### config.mk
export PLATFORM = sky130hd
export DESIGN_NAME = kms_scanner
export DESIGN_NICKNAME = d
export VERILOG_FILES = /design/src/shared/kms_pkg.sv /design/src/kms_row_sync.sv /design/src/kms_scanner.sv
export SDC_FILE = /design/constraint.sdc
export NUM_CORES = 1
export LEC_CHECK = 0
export BUFFER_PORTS_ARGS = -buffer_cell sky130_fd_sc_hd__buf_2
export CAP_MARGIN = 20
export CORE_AREA = 2 2 72 92
export CTS_BUF_LIST = sky130_fd_sc_hd__clkbuf_16
export DETAILED_ROUTE_END_ITERATION = 7
export DIE_AREA = 0 0 74 94
export PLACE_DENSITY = 0.73
export SLEW_MARGIN = 20
export SYNTH_ARGS = -nofsm -noshare
export SYNTH_HDL_FRONTEND = slang
export SYNTH_SLANG_ARGS = --single-unit
### constraint.sdc
create_clock -name mclk -period 2.4 [get_ports mclk]
set_clock_uncertainty 0.2 [all_clocks]
set_input_delay 0.24 -clock mclk [delete_from_list [all_inputs] [get_ports mclk]]
set_output_delay 0.24 -clock mclk [all_outputs]
set_load 0.01 [all_outputs]
### src/shared/kms_pkg.sv
package kms_pkg;

  // ---------------------------------------------------------------
  // Matrix size
  // ---------------------------------------------------------------
  localparam int unsigned NUM_ROWS = 5;
  localparam int unsigned NUM_COLS = 5;

  // ---------------------------------------------------------------
  // Column drive patterns
  // ---------------------------------------------------------------
  localparam logic [4:0] COLS_ALL_HIGH = 5'h1f;
  localparam logic [4:0] COLS_ALL_LOW  = 5'h00;
  localparam logic [4:0] ROWS_IDLE     = 5'h1f;
  localparam logic [2:0] FIRST_COL     = 3'h0;
  localparam logic [2:0] LAST_COL      = 3'h4;

  // ---------------------------------------------------------------
  // Timing
  // ---------------------------------------------------------------
  localparam int unsigned CLK_PERIOD_NS = 50;
  localparam int unsigned SETTLE_NS     = 1000;
  localparam int unsigned SETTLE_CYC    =
    (SETTLE_NS + CLK_PERIOD_NS - 1) / CLK_PERIOD_NS;
  localparam logic [4:0] SETTLE_LAST    = 5'(SETTLE_CYC - 1);

  // ---------------------------------------------------------------
  // Scan states
  // ---------------------------------------------------------------
  typedef enum logic [2:0] {
    ST_RESET = 3'b000,
    ST_IDLE  = 3'b001,
    ST_HIGH  = 3'b010,
    ST_COL   = 3'b011,
    ST_DONE  = 3'b100
  } kms_state_t;

endpackage

### src/kms_row_sync.sv
module kms_row_sync (
  // Clock and reset
  input  wire logic       mclk,
  input  wire logic       resetn,
  // Rows
  input  wire logic [4:0] rowAsync,
  output logic      [4:0] rowStable
);

  // ---------------------------------------------------------------
  // Three-stage sampling
  // ---------------------------------------------------------------
  logic [4:0] s1_q;
  logic [4:0] s2_q;
  logic [4:0] s3_q;

  always_ff @(posedge mclk or negedge resetn) begin
    if (!resetn) begin
      s1_q <= kms_pkg::ROWS_IDLE;
      s2_q <= kms_pkg::ROWS_IDLE;
      s3_q <= kms_pkg::ROWS_IDLE;
    end else begin
      s1_q <= rowAsync;
      s2_q <= s1_q;
      s3_q <= s2_q;
    end
  end

  // ---------------------------------------------------------------
  // Change accepted once stages two and three agree
  // ---------------------------------------------------------------
  always_ff @(posedge mclk or negedge resetn) begin
    if (!resetn) begin
      rowStable <= kms_pkg::ROWS_IDLE;
    end else begin
      for (int i = 0; i < kms_pkg::NUM_ROWS; i++) begin
        if (s2_q[i] == s3_q[i]) begin
          rowStable[i] <= s3_q[i];
        end
      end
    end
  end

endmodule // kms_row_sync

### src/kms_scanner.sv
// Function
// - Five row inputs, 0 to 4, sense the matrix rows.
// - Five column outputs, 0 to 4, drive the matrix columns.
// - Idle: rows pulled high, all columns driven low.
// - Any press while columns idle low raises the interrupt.
// - Reset all high; scan all high, each column low 0..4, all low.
// - All rows sampled while each column is driven low.
module kms_scanner (
  // Clock and reset
  input  wire logic        mclk,
  input  wire logic        resetn,
  // Key matrix
  input  wire logic [4:0]  keyRowIn,
  output logic      [4:0]  keyColOut,
  // Microcontroller side
  input  wire logic        scanStart,
  output logic             keyIrq,
  output logic             scanBusy,
  output logic [24:0]      keyMap,
  output logic             mapValid,
  output logic             powerKey
);

  // ---------------------------------------------------------------
  // Row synchroniser
  // ---------------------------------------------------------------
  logic [4:0] rowSync;

  kms_row_sync u_sync (
    .mclk      (mclk),
    .resetn    (resetn),
    .rowAsync  (keyRowIn),
    .rowStable (rowSync)
  );

  // ---------------------------------------------------------------
  // Column pattern with one line low
  // ---------------------------------------------------------------
  function automatic logic [4:0] col_low(input logic [2:0] col);
    return ~(5'h01 << col);
  endfunction

  // ---------------------------------------------------------------
  // Scan sequencer
  // ---------------------------------------------------------------
  kms_pkg::kms_state_t state_q;
  logic [2:0]          col_q;
  logic [4:0]          settle_q;
  logic                settled;

  assign settled = (settle_q == kms_pkg::SETTLE_LAST);

  always_ff @(posedge mclk or negedge resetn) begin
    if (!resetn) begin
      state_q <= kms_pkg::ST_RESET;
    end else begin
      unique case (state_q)
        kms_pkg::ST_RESET: state_q <= kms_pkg::ST_IDLE;
        kms_pkg::ST_IDLE: begin
          if (scanStart) begin
            state_q <= kms_pkg::ST_HIGH;
          end
        end
        kms_pkg::ST_HIGH: begin
          if (settled) begin
            state_q <= kms_pkg::ST_COL;
          end
        end
        kms_pkg::ST_COL: begin
          if (settled && col_q == kms_pkg::LAST_COL) begin
            state_q <= kms_pkg::ST_DONE;
          end
        end
        kms_pkg::ST_DONE: state_q <= kms_pkg::ST_IDLE;
        default: state_q <= kms_pkg::ST_IDLE;
      endcase
    end
  end

  always_ff @(posedge mclk or negedge resetn) begin
    if (!resetn) begin
      settle_q <= 5'h00;
    end else if ((state_q == kms_pkg::ST_HIGH || state_q == kms_pkg::ST_COL) && !settled) begin
      settle_q <= settle_q + 5'h01;
    end else begin
      settle_q <= 5'h00;
    end
  end

  always_ff @(posedge mclk or negedge resetn) begin
    if (!resetn) begin
      col_q <= kms_pkg::FIRST_COL;
    end else if (state_q != kms_pkg::ST_COL) begin
      col_q <= kms_pkg::FIRST_COL;
    end else if (settled) begin
      col_q <= col_q + 3'h1;
    end
  end

  // ---------------------------------------------------------------
  // Column drive
  // ---------------------------------------------------------------
  always_ff @(posedge mclk or negedge resetn) begin
    if (!resetn) begin
      keyColOut <= kms_pkg::COLS_ALL_HIGH;
    end else begin
      unique case (state_q)
        kms_pkg::ST_HIGH: begin
          if (settled) begin
            keyColOut <= col_low(kms_pkg::FIRST_COL);
          end else begin
            keyColOut <= kms_pkg::COLS_ALL_HIGH;
          end
        end
        kms_pkg::ST_COL: begin
          if (settled && col_q == kms_pkg::LAST_COL) begin
            keyColOut <= kms_pkg::COLS_ALL_LOW;
          end else if (settled) begin
            keyColOut <= col_low(col_q + 3'h1);
          end
        end
        kms_pkg::ST_IDLE: begin
          if (scanStart) begin
            keyColOut <= kms_pkg::COLS_ALL_HIGH;
          end else begin
            keyColOut <= kms_pkg::COLS_ALL_LOW;
          end
        end
        default: keyColOut <= kms_pkg::COLS_ALL_LOW;
      endcase
    end
  end

  // ---------------------------------------------------------------
  // Row sampling per column
  // ---------------------------------------------------------------
  always_ff @(posedge mclk or negedge resetn) begin
    if (!resetn) begin
      keyMap <= 25'h0000000;
    end else if (state_q == kms_pkg::ST_HIGH) begin
      keyMap <= 25'h0000000;
    end else if (state_q == kms_pkg::ST_COL && settled) begin
      keyMap[col_q*kms_pkg::NUM_ROWS +: kms_pkg::NUM_ROWS] <= ~rowSync;
    end
  end

  always_ff @(posedge mclk or negedge resetn) begin
    if (!resetn) begin
      mapValid <= 1'b0;
    end else if (state_q == kms_pkg::ST_HIGH) begin
      mapValid <= 1'b0;
    end else if (state_q == kms_pkg::ST_DONE) begin
      mapValid <= 1'b1;
    end
  end

  always_ff @(posedge mclk or negedge resetn) begin
    if (!resetn) begin
      scanBusy <= 1'b0;
    end else begin
      scanBusy <= (state_q == kms_pkg::ST_IDLE && scanStart)
                || state_q == kms_pkg::ST_HIGH
                || (state_q == kms_pkg::ST_COL && !(settled && col_q == kms_pkg::LAST_COL));
    end
  end

  // ---------------------------------------------------------------
  // Press detection
  // ---------------------------------------------------------------
  always_ff @(posedge mclk or negedge resetn) begin
    if (!resetn) begin
      keyIrq   <= 1'b0;
      powerKey <= 1'b0;
    end else begin
      keyIrq   <= (state_q == kms_pkg::ST_IDLE)
                && (keyColOut == kms_pkg::COLS_ALL_LOW)
                && (rowSync != kms_pkg::ROWS_IDLE);
      powerKey <= ~rowSync[4];
    end
  end

  // ---------------------------------------------------------------
  // Checks
  // ---------------------------------------------------------------
  idle_cols_a: assert property (@(posedge mclk) disable iff (!resetn)
    (state_q == kms_pkg::ST_IDLE && $past(state_q) == kms_pkg::ST_IDLE && !$past(scanStart))
      |-> keyColOut == kms_pkg::COLS_ALL_LOW)
    else $error("columns not low while idle");

  press_irq_a: assert property (@(posedge mclk) disable iff (!resetn)
    (state_q == kms_pkg::ST_IDLE && keyColOut == kms_pkg::COLS_ALL_LOW
      && rowSync != kms_pkg::ROWS_IDLE) |=> keyIrq)
    else $error("press while idle gave no interrupt");

  scan_high_a: assert property (@(posedge mclk) disable iff (!resetn)
    (state_q == kms_pkg::ST_IDLE && scanStart)
      |=> keyColOut == kms_pkg::COLS_ALL_HIGH && state_q == kms_pkg::ST_HIGH)
    else $error("scan did not start all high");

  one_low_a: assert property (@(posedge mclk) disable iff (!resetn)
    (state_q == kms_pkg::ST_COL) |-> $onehot(~keyColOut) && !keyColOut[col_q])
    else $error("scan column drive wrong");

  scan_end_a: assert property (@(posedge mclk) disable iff (!resetn)
    (state_q == kms_pkg::ST_DONE)
      |-> keyColOut == kms_pkg::COLS_ALL_LOW && $past(col_q) == kms_pkg::LAST_COL)
    else $error("scan did not end all low after column 4");

  row_sample_a: assert property (@(posedge mclk) disable iff (!resetn)
    (state_q == kms_pkg::ST_COL && settled)
      |=> keyMap[$past(col_q)*kms_pkg::NUM_ROWS +: kms_pkg::NUM_ROWS] == ~$past(rowSync))
    else $error("row sample not stored");

  map_done_a: assert property (@(posedge mclk) disable iff (!resetn)
    (state_q == kms_pkg::ST_DONE) |=> mapValid && !scanBusy)
    else $error("scan end not flagged");

  power_key_a: assert property (@(posedge mclk) disable iff (!resetn)
    !rowSync[4] |=> powerKey)
    else $error("power key not reported");

endmodule // kms_scanner

# Word-level counts from Yosys, hierarchy flattened
# Cells that the tools add are included.
[word_totals] regBits=65 input_bits=8 out_inout_bits=34 word_cells=78
[classes] n_addsub=3 mul=1 eq_ne=17 n_shift=3 muxes=17 n_bitwise=3 reduce_logical=17
[op_table] operator="two-way mux 25 bit" count=2
[op_table] operator="negator 6 -> 34 bit" count=1
[op_table] operator="variable shift 5 x 34 -> 25 bit, first input constant" count=1
[op_table] operator="indexed part select 5 x 34 -> 25 bit" count=1
[op_table] operator="bitwise mux 25 bit" count=1
[op_table] operator="two-way mux 5 bit" count=4
[op_table] operator="two-way mux 3 bit" count=5
[op_table] operator="case mux 5 bit (3 select lines)" count=1
[op_table] operator="inverter 5 bit" count=2
[op_table] operator="case mux 3 bit (3 select lines)" count=1
[op_table] operator="logical AND 1 bit" count=7
[op_table] operator="equality test 3 x 2 -> 1 bit, second input constant" count=2
[op_table] operator="equality test 3 bit, second input constant" count=2
[op_table] operator="multiplier 3 x 3 -> 6 bit, second input constant" count=1
[op_table] operator="!= test 3 x 2 -> 1 bit, second input constant" count=2
[op_table] operator="nonzero test 2 bit" count=3
[op_table] operator="adder 5 x 1 -> 5 bit, second input constant" count=1
[op_table] operator="equality test 1 bit" count=5
[op_table] operator="equality test 5 bit, second input constant" count=1
[op_table] operator="zero test 5 bit" count=1
[op_table] operator="!= test 5 bit, second input constant" count=1
[op_table] operator="<< shifter 1 x 3 -> 5 bit, first input constant" count=1
[op_table] operator="!= test 2 bit, second input constant" count=2
[op_table] operator="adder 3 x 1 -> 3 bit, second input constant" count=1
[op_table] operator="7 further kinds" count=12

# Longest topological paths before layout
# Gate-level depths: netlist of run 1.
[depth] depth_word=6 mapped_depth=7 depth_no_buf=7

# By module
# From an unflattened synthesis of run 1, not the netlist that was laid out.
[hier_totals] cells_unflattened=224 area_unflattened_um2=2793.9
[by_module_without_submodules] mod="kms_scanner" n_inst=1 cells_per_inst=199 area_per_inst_um2=2212.1 seq_area_each_um2=1132.3
[by_module_without_submodules] mod="kms_row_sync" n_inst=1 cells_per_inst=25 area_per_inst_um2=581.8 seq_area_each_um2=525.5

# Least setup slack after synthesis of run 1
# No wires, ideal clock.
[synth_path] kind="reg-to-reg" start="register col_q[0]" end="register keyMap[5]" setup_time_ns=0.121 arrival_time_ns=1.703 t_required_ns=2.079 setup_slack_ns=0.376 stages_incl_launch_ff=7 path_buffers=0 period_less_slack_ns=2.024 path_cell_list="dfrtp_1 inv_1 ha_1 ha_1 nor2_1 a31oi_1 a22o_1"
[synth_via] elab_chain_len=6 elab_cells_between_ends=7 cone_classes="add/sub (1); mul (1); shift (2); mux (3)"
[synth_lines] element="start, declared" line="kms_scanner.sv:47" source="logic [2:0] col_q;"
[synth_lines] element="start signal, assigned" line="kms_scanner.sv:92" source="col_q <= kms_pkg::FIRST_COL;"
[synth_lines] element="start signal, assigned" line="kms_scanner.sv:94" source="col_q <= kms_pkg::FIRST_COL;"
[synth_lines] element="start signal, assigned" line="kms_scanner.sv:96" source="col_q <= col_q + 3'h1;"
[synth_lines] element="multiplier 3 x 3 -> 6 bit (*)" line="kms_scanner.sv:143" source="keyMap[col_q*kms_pkg::NUM_ROWS +: kms_pkg::NUM_ROWS] <= ~rowSync;"
[synth_lines] element="negator 6 -> 34 bit (*)" line="kms_scanner.sv:143"
[synth_lines] element="indexed part select 5 x 34 -> 25 bit or variable shift 5 x 34 -> 25 bit (tied branches)" line="kms_scanner.sv:143"
[synth_lines] element="bitwise mux 25 bit (*)" line="kms_scanner.sv:143"
[synth_lines] element="two-way mux 25 bit (*)" line="kms_scanner.sv:142" source="end else if (state_q == kms_pkg::ST_COL && settled) begin"
[synth_lines] element="two-way mux 25 bit (*)" line="kms_scanner.sv:140" source="end else if (state_q == kms_pkg::ST_HIGH) begin"
[synth_lines] element="end signal, assigned by index" line="kms_scanner.sv:143"
[synth_lines] element="end, declared" line="kms_scanner.sv:19" source="output logic [24:0] keyMap,"
# Mark *: on every way between the ends. The rest lies on a longest branch, timed or not. The select of a mux whose other input is x is not followed.
# A chain may end at the register's enable or synchronous reset.

# Final worst setup path of run 1
[layout_path] start="register col_q[1]" end="register keyMap[5]"
# Same word-level chain as after synthesis.

==> flow_summary_export.csv, run 1 <==
group,metric,value,unit
placed_design,io_buffers,41,
route,drt_iter0_markers,109,
critical_path,path_max_fanout,8,
route,wl_per_cell,14.95,µm
logic_synthesis,syn_nets,238,
cells_and_area,drive_gt1_share,31.67,%
logic_synthesis,synth_edf_count,0,
clock_network,post_cts_buffers,0,
clock_network,cts_buffers,9,
worst_hold_path,min_path_type,"flip-flop to flip-flop",
critical_path,cp_slowest_cell,"dfrtp_1",
logic_synthesis,syn-instance-count,222,
logic_synthesis,synth_area,2674,µm²
worst_hold_path,min_from,"u_sync.s1_q[0]$_DFF_PN1_",
logic_synthesis,synthArstFlopShare,100.0,%
sta,fmax,460.2,MHz
placed_design,gp_congestion,0.8146,
job,max_cap_violations,0,
global_routing,grt_overflow,0,
global_routing,grt_pass1_vias,1950,
logic_synthesis,ys_ff_latch,65,
critical_path,critPathCaptureType,"flip-flop",
logic_synthesis,yosys_warnings,0,
route,drt-total-wl,5.470,mm
die,core,6046,µm²
clock_network,clock-sinks,65,
logic_synthesis,synth-adder-area-share,5.615,%
clock_network,htreeDepth,3,
logic_synthesis,synth_cell_types,42,
die,die-area,6956,µm²
logic_synthesis,synth_flop_cell,"dfrtp_1",
placed_design,dp_hpwl,3.700,mm
critical_path,cp_top_family,"adder cells",
global_routing,grt_use_total,18.07,%
sta,slew-limit-headroom,67.52,%
die,die_x,74,µm
die,ios,42,
sta,period_minus_slack,2.173,ns
die,start_util,44.23,%
global_routing,antenna_found_initial,0,
outcome,status,"finished, final reports clean",
route,drc,0,
global_routing,grt_max_degree,66,
logic_synthesis,synth-simple-area-share,14.04,%
critical_path,critPathMaxStageDelay,0.48,ns
clock_network,clk_pin_slew,0.05,ns
critical_path,path_class,"flip-flop to flip-flop",
die,placement_rows,32,
clock_network,cts_max_path_buffers,2,
logic_synthesis,yosysSeqAreaShare,62.00,%
sta,period_share,90.54,%
clock_network,clock_latency,0.32,ns
pwr,power.density,1060,nW/µm²
die,fp.dieH,94,µm
logic_synthesis,synth_compound_area_share,11.61,%
worst_hold_path,min_delay_path_depth,0,
global_routing,grt_pass1_wl,9.328,mm
critical_path,start_kind,"flip-flop",
sta,worst_pin_slew,0.4849,ns
pwr,ir_worst_vdd,0.4415,mV
logic_synthesis,synth_top_family_by_area,"simple AND/OR/NAND/NOR gates",
route,drtPass1Iterations,4,
sta,maxSlewViolCount,0,
cells_and_area,final_nets,292,
clock_network,cts_tree,"done",
pwr,p_leak,1.648,nW
logic_synthesis,synth.area.mux_share,2.246,%
sta,final_hold_viol_count,0,
sta,rsz0062_at_grt,"false",
critical_path,critPathRequiredTime,2.41,ns
critical_path,cp.arrival,2.18,ns
cells_and_area,area_growth,26.77,%
cells_and_area,utilization,56.06,%
logic_synthesis,synth_xor_area_share,1.310,%
worst_hold_path,min_to,"u_sync.s2_q[0]$_DFF_PN1_",
critical_path,worstRegToRegCells,6,
critical_path,path_cells,"inv_1 > ha_1 > ha_1 > nor2_2 > a31oi_1 > a22o_1",
logic_synthesis,syn_area_per_cell,12.04,µm²
clock_network,clock_tree.root_cell,"clkbuf_16",
sta,setup_viol,0,
sta,finalSetupTns,0,ns
route,vias_per_cell,5.107,
cells_and_area,antenna_cells,0,
critical_path,cp_common_cell,"ha_1",
critical_path,reg2reg_slack,0.23,ns
critical_path,cp_num_buf_inv,1,
critical_path,reg2reg_to,"keyMap[5]$_DFFE_PN0P_",
critical_path,reg2reg_from,"col_q[1]$_DFFE_PN0P_",
route,via_count,1869,
route,postRouteAntennaNets,0,
## registers in the layout (all words and copies together) (netlist names)
| signal | flops |
|---|---|
| keyMap | 25 |
| keyColOut | 5 |
| settle_q | 5 |
| u_sync.rowStable | 5 |
| u_sync.s1_q | 5 |
| u_sync.s2_q | 5 |
| u_sync.s3_q | 5 |
| col_q | 3 |
| state_q | 3 |
| keyIrq | 1 |
| mapValid | 1 |
| powerKey | 1 |
| scanBusy | 1 |
## cell usage in the layout, fill, tap and decap left out, drive strengths merged, types with 5 or more instances in the layout
master	Yosys	routed
o2bb2ai	5	5
nor2	22	22
mux2i	6	6
dfrtp	40	40
clkbuf	2	9
nor3	5	5
nand3	9	9
inv	11	12
buf	7	46
dlygate4sd3	0	6
o21ai	9	9
dfstp	25	25
a22o	14	14
maj3	5	5
ha	8	8
nand2	15	15
## routing by layer
metal	global-route usage, %	vias up	wire [µm]
met5	0	-	0
met4	9.091	0	25
met3	5.579	5	331
met2	29.32	52	2821
met1	21.30	921	2291
li1	-	891	-
## how the worst max path moves through the flow
stage,endpoint,start,slack [ns],depth (start not counted)
3_3_place_gp,keyMap[5]$_DFFE_PN0P_,col_q[1]$_DFFE_PN0P_,0.32,6
3_5_place_dp,keyMap[5]$_DFFE_PN0P_,col_q[1]$_DFFE_PN0P_,0.18,6
5_1_grt,keyMap[23]$_DFFE_PN0P_,col_q[1]$_DFFE_PN0P_,0.04,7
4_1_cts,keyMap[5]$_DFFE_PN0P_,col_q[1]$_DFFE_PN0P_,0.16,6
2_1_floorplan,keyMap[5]$_DFFE_PN0P_,col_q[0]$_DFFE_PN0P_,0.38,6
6_report,keyMap[5]$_DFFE_PN0P_,col_q[1]$_DFFE_PN0P_,0.23,6
## logic make-up after synthesis
family | count (synthesis)
adder cells (fa/ha/maj) | 13
AO/OA/AOI/OAI | 42
AND/OR/NAND/NOR | 72
XOR/XNOR | 4
multiplexers | 6
flip-flops | 65
buffers and inverters | 20
## stage by stage
stage                     worst slack, ns  power [W]  hold WS (ns)  std cells  area (µm²)
after floorplan                    0.3756   0.001915       -0.2556        222        2674
after global placement             0.3178   0.002121       0.07506        344        2992
after detailed placement           0.1845   0.002143       0.07898        344        2992
after CTS                          0.1594   0.003632        0.1562        366        3387
after global routing              0.03743   0.003789        0.1567        366        3390
final                              0.2270   0.003594        0.1541        366        3390
## what timing repair did
| item | CTS | global route |
|---|---|---|
| hold buffers | 6 | 0 |
| endpoints found under the hold margin | 45 | 0 |
| resized for setup | 0 | 1 |
| setup endpoints to repair | 0 | 5 |
## worst reg2reg max path: stages, from the launching register on
cell and delay, ns:
dfrtp_1 0.48, inv_1 0.11, ha_1 0.21, ha_1 0.34
nor2_2 0.23, a31oi_1 0.21, a22o_1 0.28
## power breakdown
| group | internal [W] | switching (W) | leakage [nW] | total, W |
|---|---|---|---|---|
| registers | 0.00128 | 0.000127 | 0.798 | 0.00141 |
| clock network | 0.00100 | 0.000449 | 0.164 | 0.00145 |
| logic | 0.000302 | 0.000429 | 0.686 | 0.000731 |
## final cells by class
cell class              count  area [µm²]
well taps                  85       106.4
clock inverters             7       110.1
fillers                   518        2656
inverters                  11       41.29
clock buffers               9       225.2
flip-flops and latches     65        1658
multi-input cells         137       933.4
repair buffers             52       315.3
## cell usage after synthesis, types with 2 or more instances
| cell | count | share of area (%) |
|---|---|---|
| nor2_1 | 22 | 3.1 |
| maj3_1 | 5 | 1.9 |
| dfstp_2 | 25 | 25 |
| ha_1 | 8 | 3.7 |
| a21oi_1 | 3 | 0.56 |
| o2bb2ai_1 | 5 | 1.6 |
| and3_1 | 2 | 0.47 |
| nor4_1 | 2 | 0.47 |
| buf_2 | 5 | 0.94 |
| xor2_1 | 2 | 0.66 |
| nand2b_1 | 4 | 0.94 |
| nand4_2 | 2 | 0.94 |
| nor3_1 | 5 | 0.94 |
| xnor2_1 | 2 | 0.66 |
| mux2i_1 | 6 | 2.2 |
| dfrtp_1 | 40 | 37 |
| inv_1 | 11 | 1.5 |
| nand2_1 | 15 | 2.1 |
| clkbuf_1 | 2 | 0.28 |
| and3b_1 | 2 | 0.66 |
| o21ai_0 | 9 | 1.7 |
| nand3_1 | 9 | 1.7 |
| a31oi_1 | 4 | 0.94 |
| a22o_1 | 14 | 4.6 |
Power figures use the tool's default switching activity.
==> run 2: changes to the inputs <==
Settings changed: PLACE_DENSITY 0.73 to 0.7.
==> run 2 against run 1 <==
Against the previous run:
- register-to-register slack improved by 0.04 ns
- via count decreased by 0.43%
- worst setup slack improved by 0.039 ns
- first-iteration DRC count increased by 10%
- sequential power about the same
==> flow_summary_export.csv, run 2 (synthesis gave the netlist of run 1 again) <==
group,metric,value,unit
global_routing,busiest_layer,"met2",
cells_and_area,utilization,55.15,%
pwr,ir_worst_vdd,0.4753,mV
pwr,power.density,1003,nW/µm²
critical_path,path_class,"flip-flop to flip-flop",
cells_and_area,mostFrequentLayoutCells,"buf_2 (41), dfrtp_1 (40), dfstp_2 (25)",
critical_path,cp.arrival,2.14,ns
cells_and_area,drive_gt1_share,30.96,%
sta,fmax,468.6,MHz
clock_network,cts_buffers,9,
die,die-area,6956,µm²
global_routing,grt_overflow,0,
route,drt_iter0_markers,120,
cells_and_area,antenna_cells,0,
global_routing,antenna_found_initial,0,
sta,maxSlewViolCount,0,
die,die_x,74,µm
clock_network,clk_pin_slew,0.05,ns
job,max_cap_violations,0,
clock_network,post_cts_buffers,0,
sta,period_share,88.91,%
cells_and_area,largest_reg_flops,25,
placed_design,dp_hpwl,3.796,mm
global_routing,grt_pass1_vias,1823,
placed_design,gp_congestion,0.8324,
critical_path,path_max_fanout,8,
global_routing,grt_util_met1,22.80,%
die,fp.dieH,94,µm
sta,setup_viol,0,
sta,worst_pin_slew,0.6813,ns
global_routing,grt_pass1_wl,8.949,mm
placed_design,io_buffers,41,
route,vias_per_cell,5.085,
sta,final_hold_viol_count,0,
global_routing,use_met3,3.648,%
critical_path,reg2reg_slack,0.27,ns
critical_path,start_kind,"flip-flop",
worst_hold_path,min_path_type,"flip-flop to flip-flop",
die,ios,42,
critical_path,cp-startpoint,"col_q[1]$_DFFE_PN0P_",
cells_and_area,fin_cells,366,
clock_network,cts_max_path_buffers,2,
global_routing,grt_use_total,17.33,%
critical_path,reg2reg_from,"col_q[1]$_DFFE_PN0P_",
route,wl_per_cell,14.90,µm
critical_path,critPathCaptureType,"flip-flop",
critical_path,worstRegToRegCells,6,
cells_and_area,area_growth,24.71,%
sta,period_minus_slack,2.134,ns
route,via_count,1861,
sta,rsz0062_at_grt,"false",
sta,slew-limit-headroom,54.58,%
clock_network,clock_latency,0.32,ns
global_routing,grt_max_degree,38,
cells_and_area,final_nets,292,
cells_and_area,top_register,"keyMap",
route,drt-total-wl,5.455,mm
clock_network,clock-sinks,65,
sta,finalSetupTns,0,ns
placed_design,place_inst,344,
critical_path,critPathRequiredTime,2.41,ns
clock_network,clock_tree.root_cell,"clkbuf_16",
worst_hold_path,min_delay_path_depth,0,
route,postRouteAntennaNets,0,
cells_and_area,layout_commonest_cell,"buf_2",
critical_path,reg2reg_to,"keyMap[8]$_DFFE_PN0P_",
clock_network,htreeDepth,3,
die,start_util,44.23,%
clock_network,cts_tree,"done",
worst_hold_path,min_from,"u_sync.s1_q[0]$_DFF_PN1_",
global_routing,use_met2,26.64,%
route,drtPass1Iterations,4,
worst_hold_path,min_to,"u_sync.s2_q[0]$_DFF_PN1_",
die,core,6046,µm²
pwr,p_leak,1.631,nW
outcome,status,"finished, final reports clean",
route,drc,0,
sta,hold_slack,0.1530,ns
die,placement_rows,32,
cells_and_area,fillers,503,
[run 2: cell types whose count changed in the layout (fill, tap and decap cells not counted)]
| cell | before | now |
|---|---|---|
| clkinv_2 | 1 | 2 |
| clkinv_1 | 1 | 2 |
| clkinvlp_4 | 1 | 0 |
| bufinv_16 | 3 | 1 |
| inv_1 | 12 | 13 |
[run 2: worst max-delay path, cell delays in order (launching register included)]
cell	delay, ns
dfrtp_1	0.48
inv_1	0.10
ha_1	0.21
ha_1	0.34
nor2_2	0.22
a31oi_1	0.20
a22o_1	0.27
[run 2: timing repair]
action / 4_1_cts / 5_1_grt
setup endpoints to repair: 0 / 3
hold buffers: 6 / 0
resized for setup: 0 / 1
hold endpoints to repair: 28 / 0
[run 2: worst max-delay path by stage]
stage,endpoint,slack [ns],cells after the start
2_1_floorplan,keyMap[5]$_DFFE_PN0P_,0.38,6
3_3_place_gp,keyMap[5]$_DFFE_PN0P_,0.32,6
3_5_place_dp,keyMap[8]$_DFFE_PN0P_,0.21,6
4_1_cts,keyMap[8]$_DFFE_PN0P_,0.19,6
5_1_grt,keyMap[7]$_DFFE_PN0P_,0.08,6
6_report,keyMap[8]$_DFFE_PN0P_,0.27,6
[run 2: per-layer routing]
| layer | up-vias | wire length [µm] |
|---|---|---|
| li1 | 890 | - |
| met2 | 50 | 2704 |
| met3 | 9 | 195 |
| met1 | 912 | 2467 |
| met5 | - | 0 |
| met4 | 0 | 87 |
[run 2: metrics by stage]
step | setup slack [ns] | instance area [µm²] | total power (W)
final | 0.2662 | 3334 | 0.003344
after global routing | 0.07607 | 3334 | 0.003529
after global placement | 0.3236 | 2992 | 0.002125
after detailed placement | 0.2109 | 2992 | 0.002137
after floorplan | 0.3756 | 2674 | 0.001915
after CTS | 0.1862 | 3332 | 0.003371
[run 2: cell type report]
class | count | area (µm²) | share of cell area (%)
Multi-Input combinational cell | 137 | 933.4 | 27.99
Timing Repair Buffer | 52 | 315.3 | 9.456
Clock inverter | 7 | 55.05 | 1.651
Tap cell | 85 | 106.4 | 3.189
Sequential cell | 65 | 1658 | 49.72
Clock buffer | 9 | 225.2 | 6.754
Inverter | 11 | 41.29 | 1.238
[run 2: where the power goes]
group / internal [W] / switching [W] / leakage, nW
clock network: 0.000783 / 0.000427 / 0.147
registers: 0.00128 / 0.000125 / 0.798
logic: 0.000300 / 0.000426 / 0.686
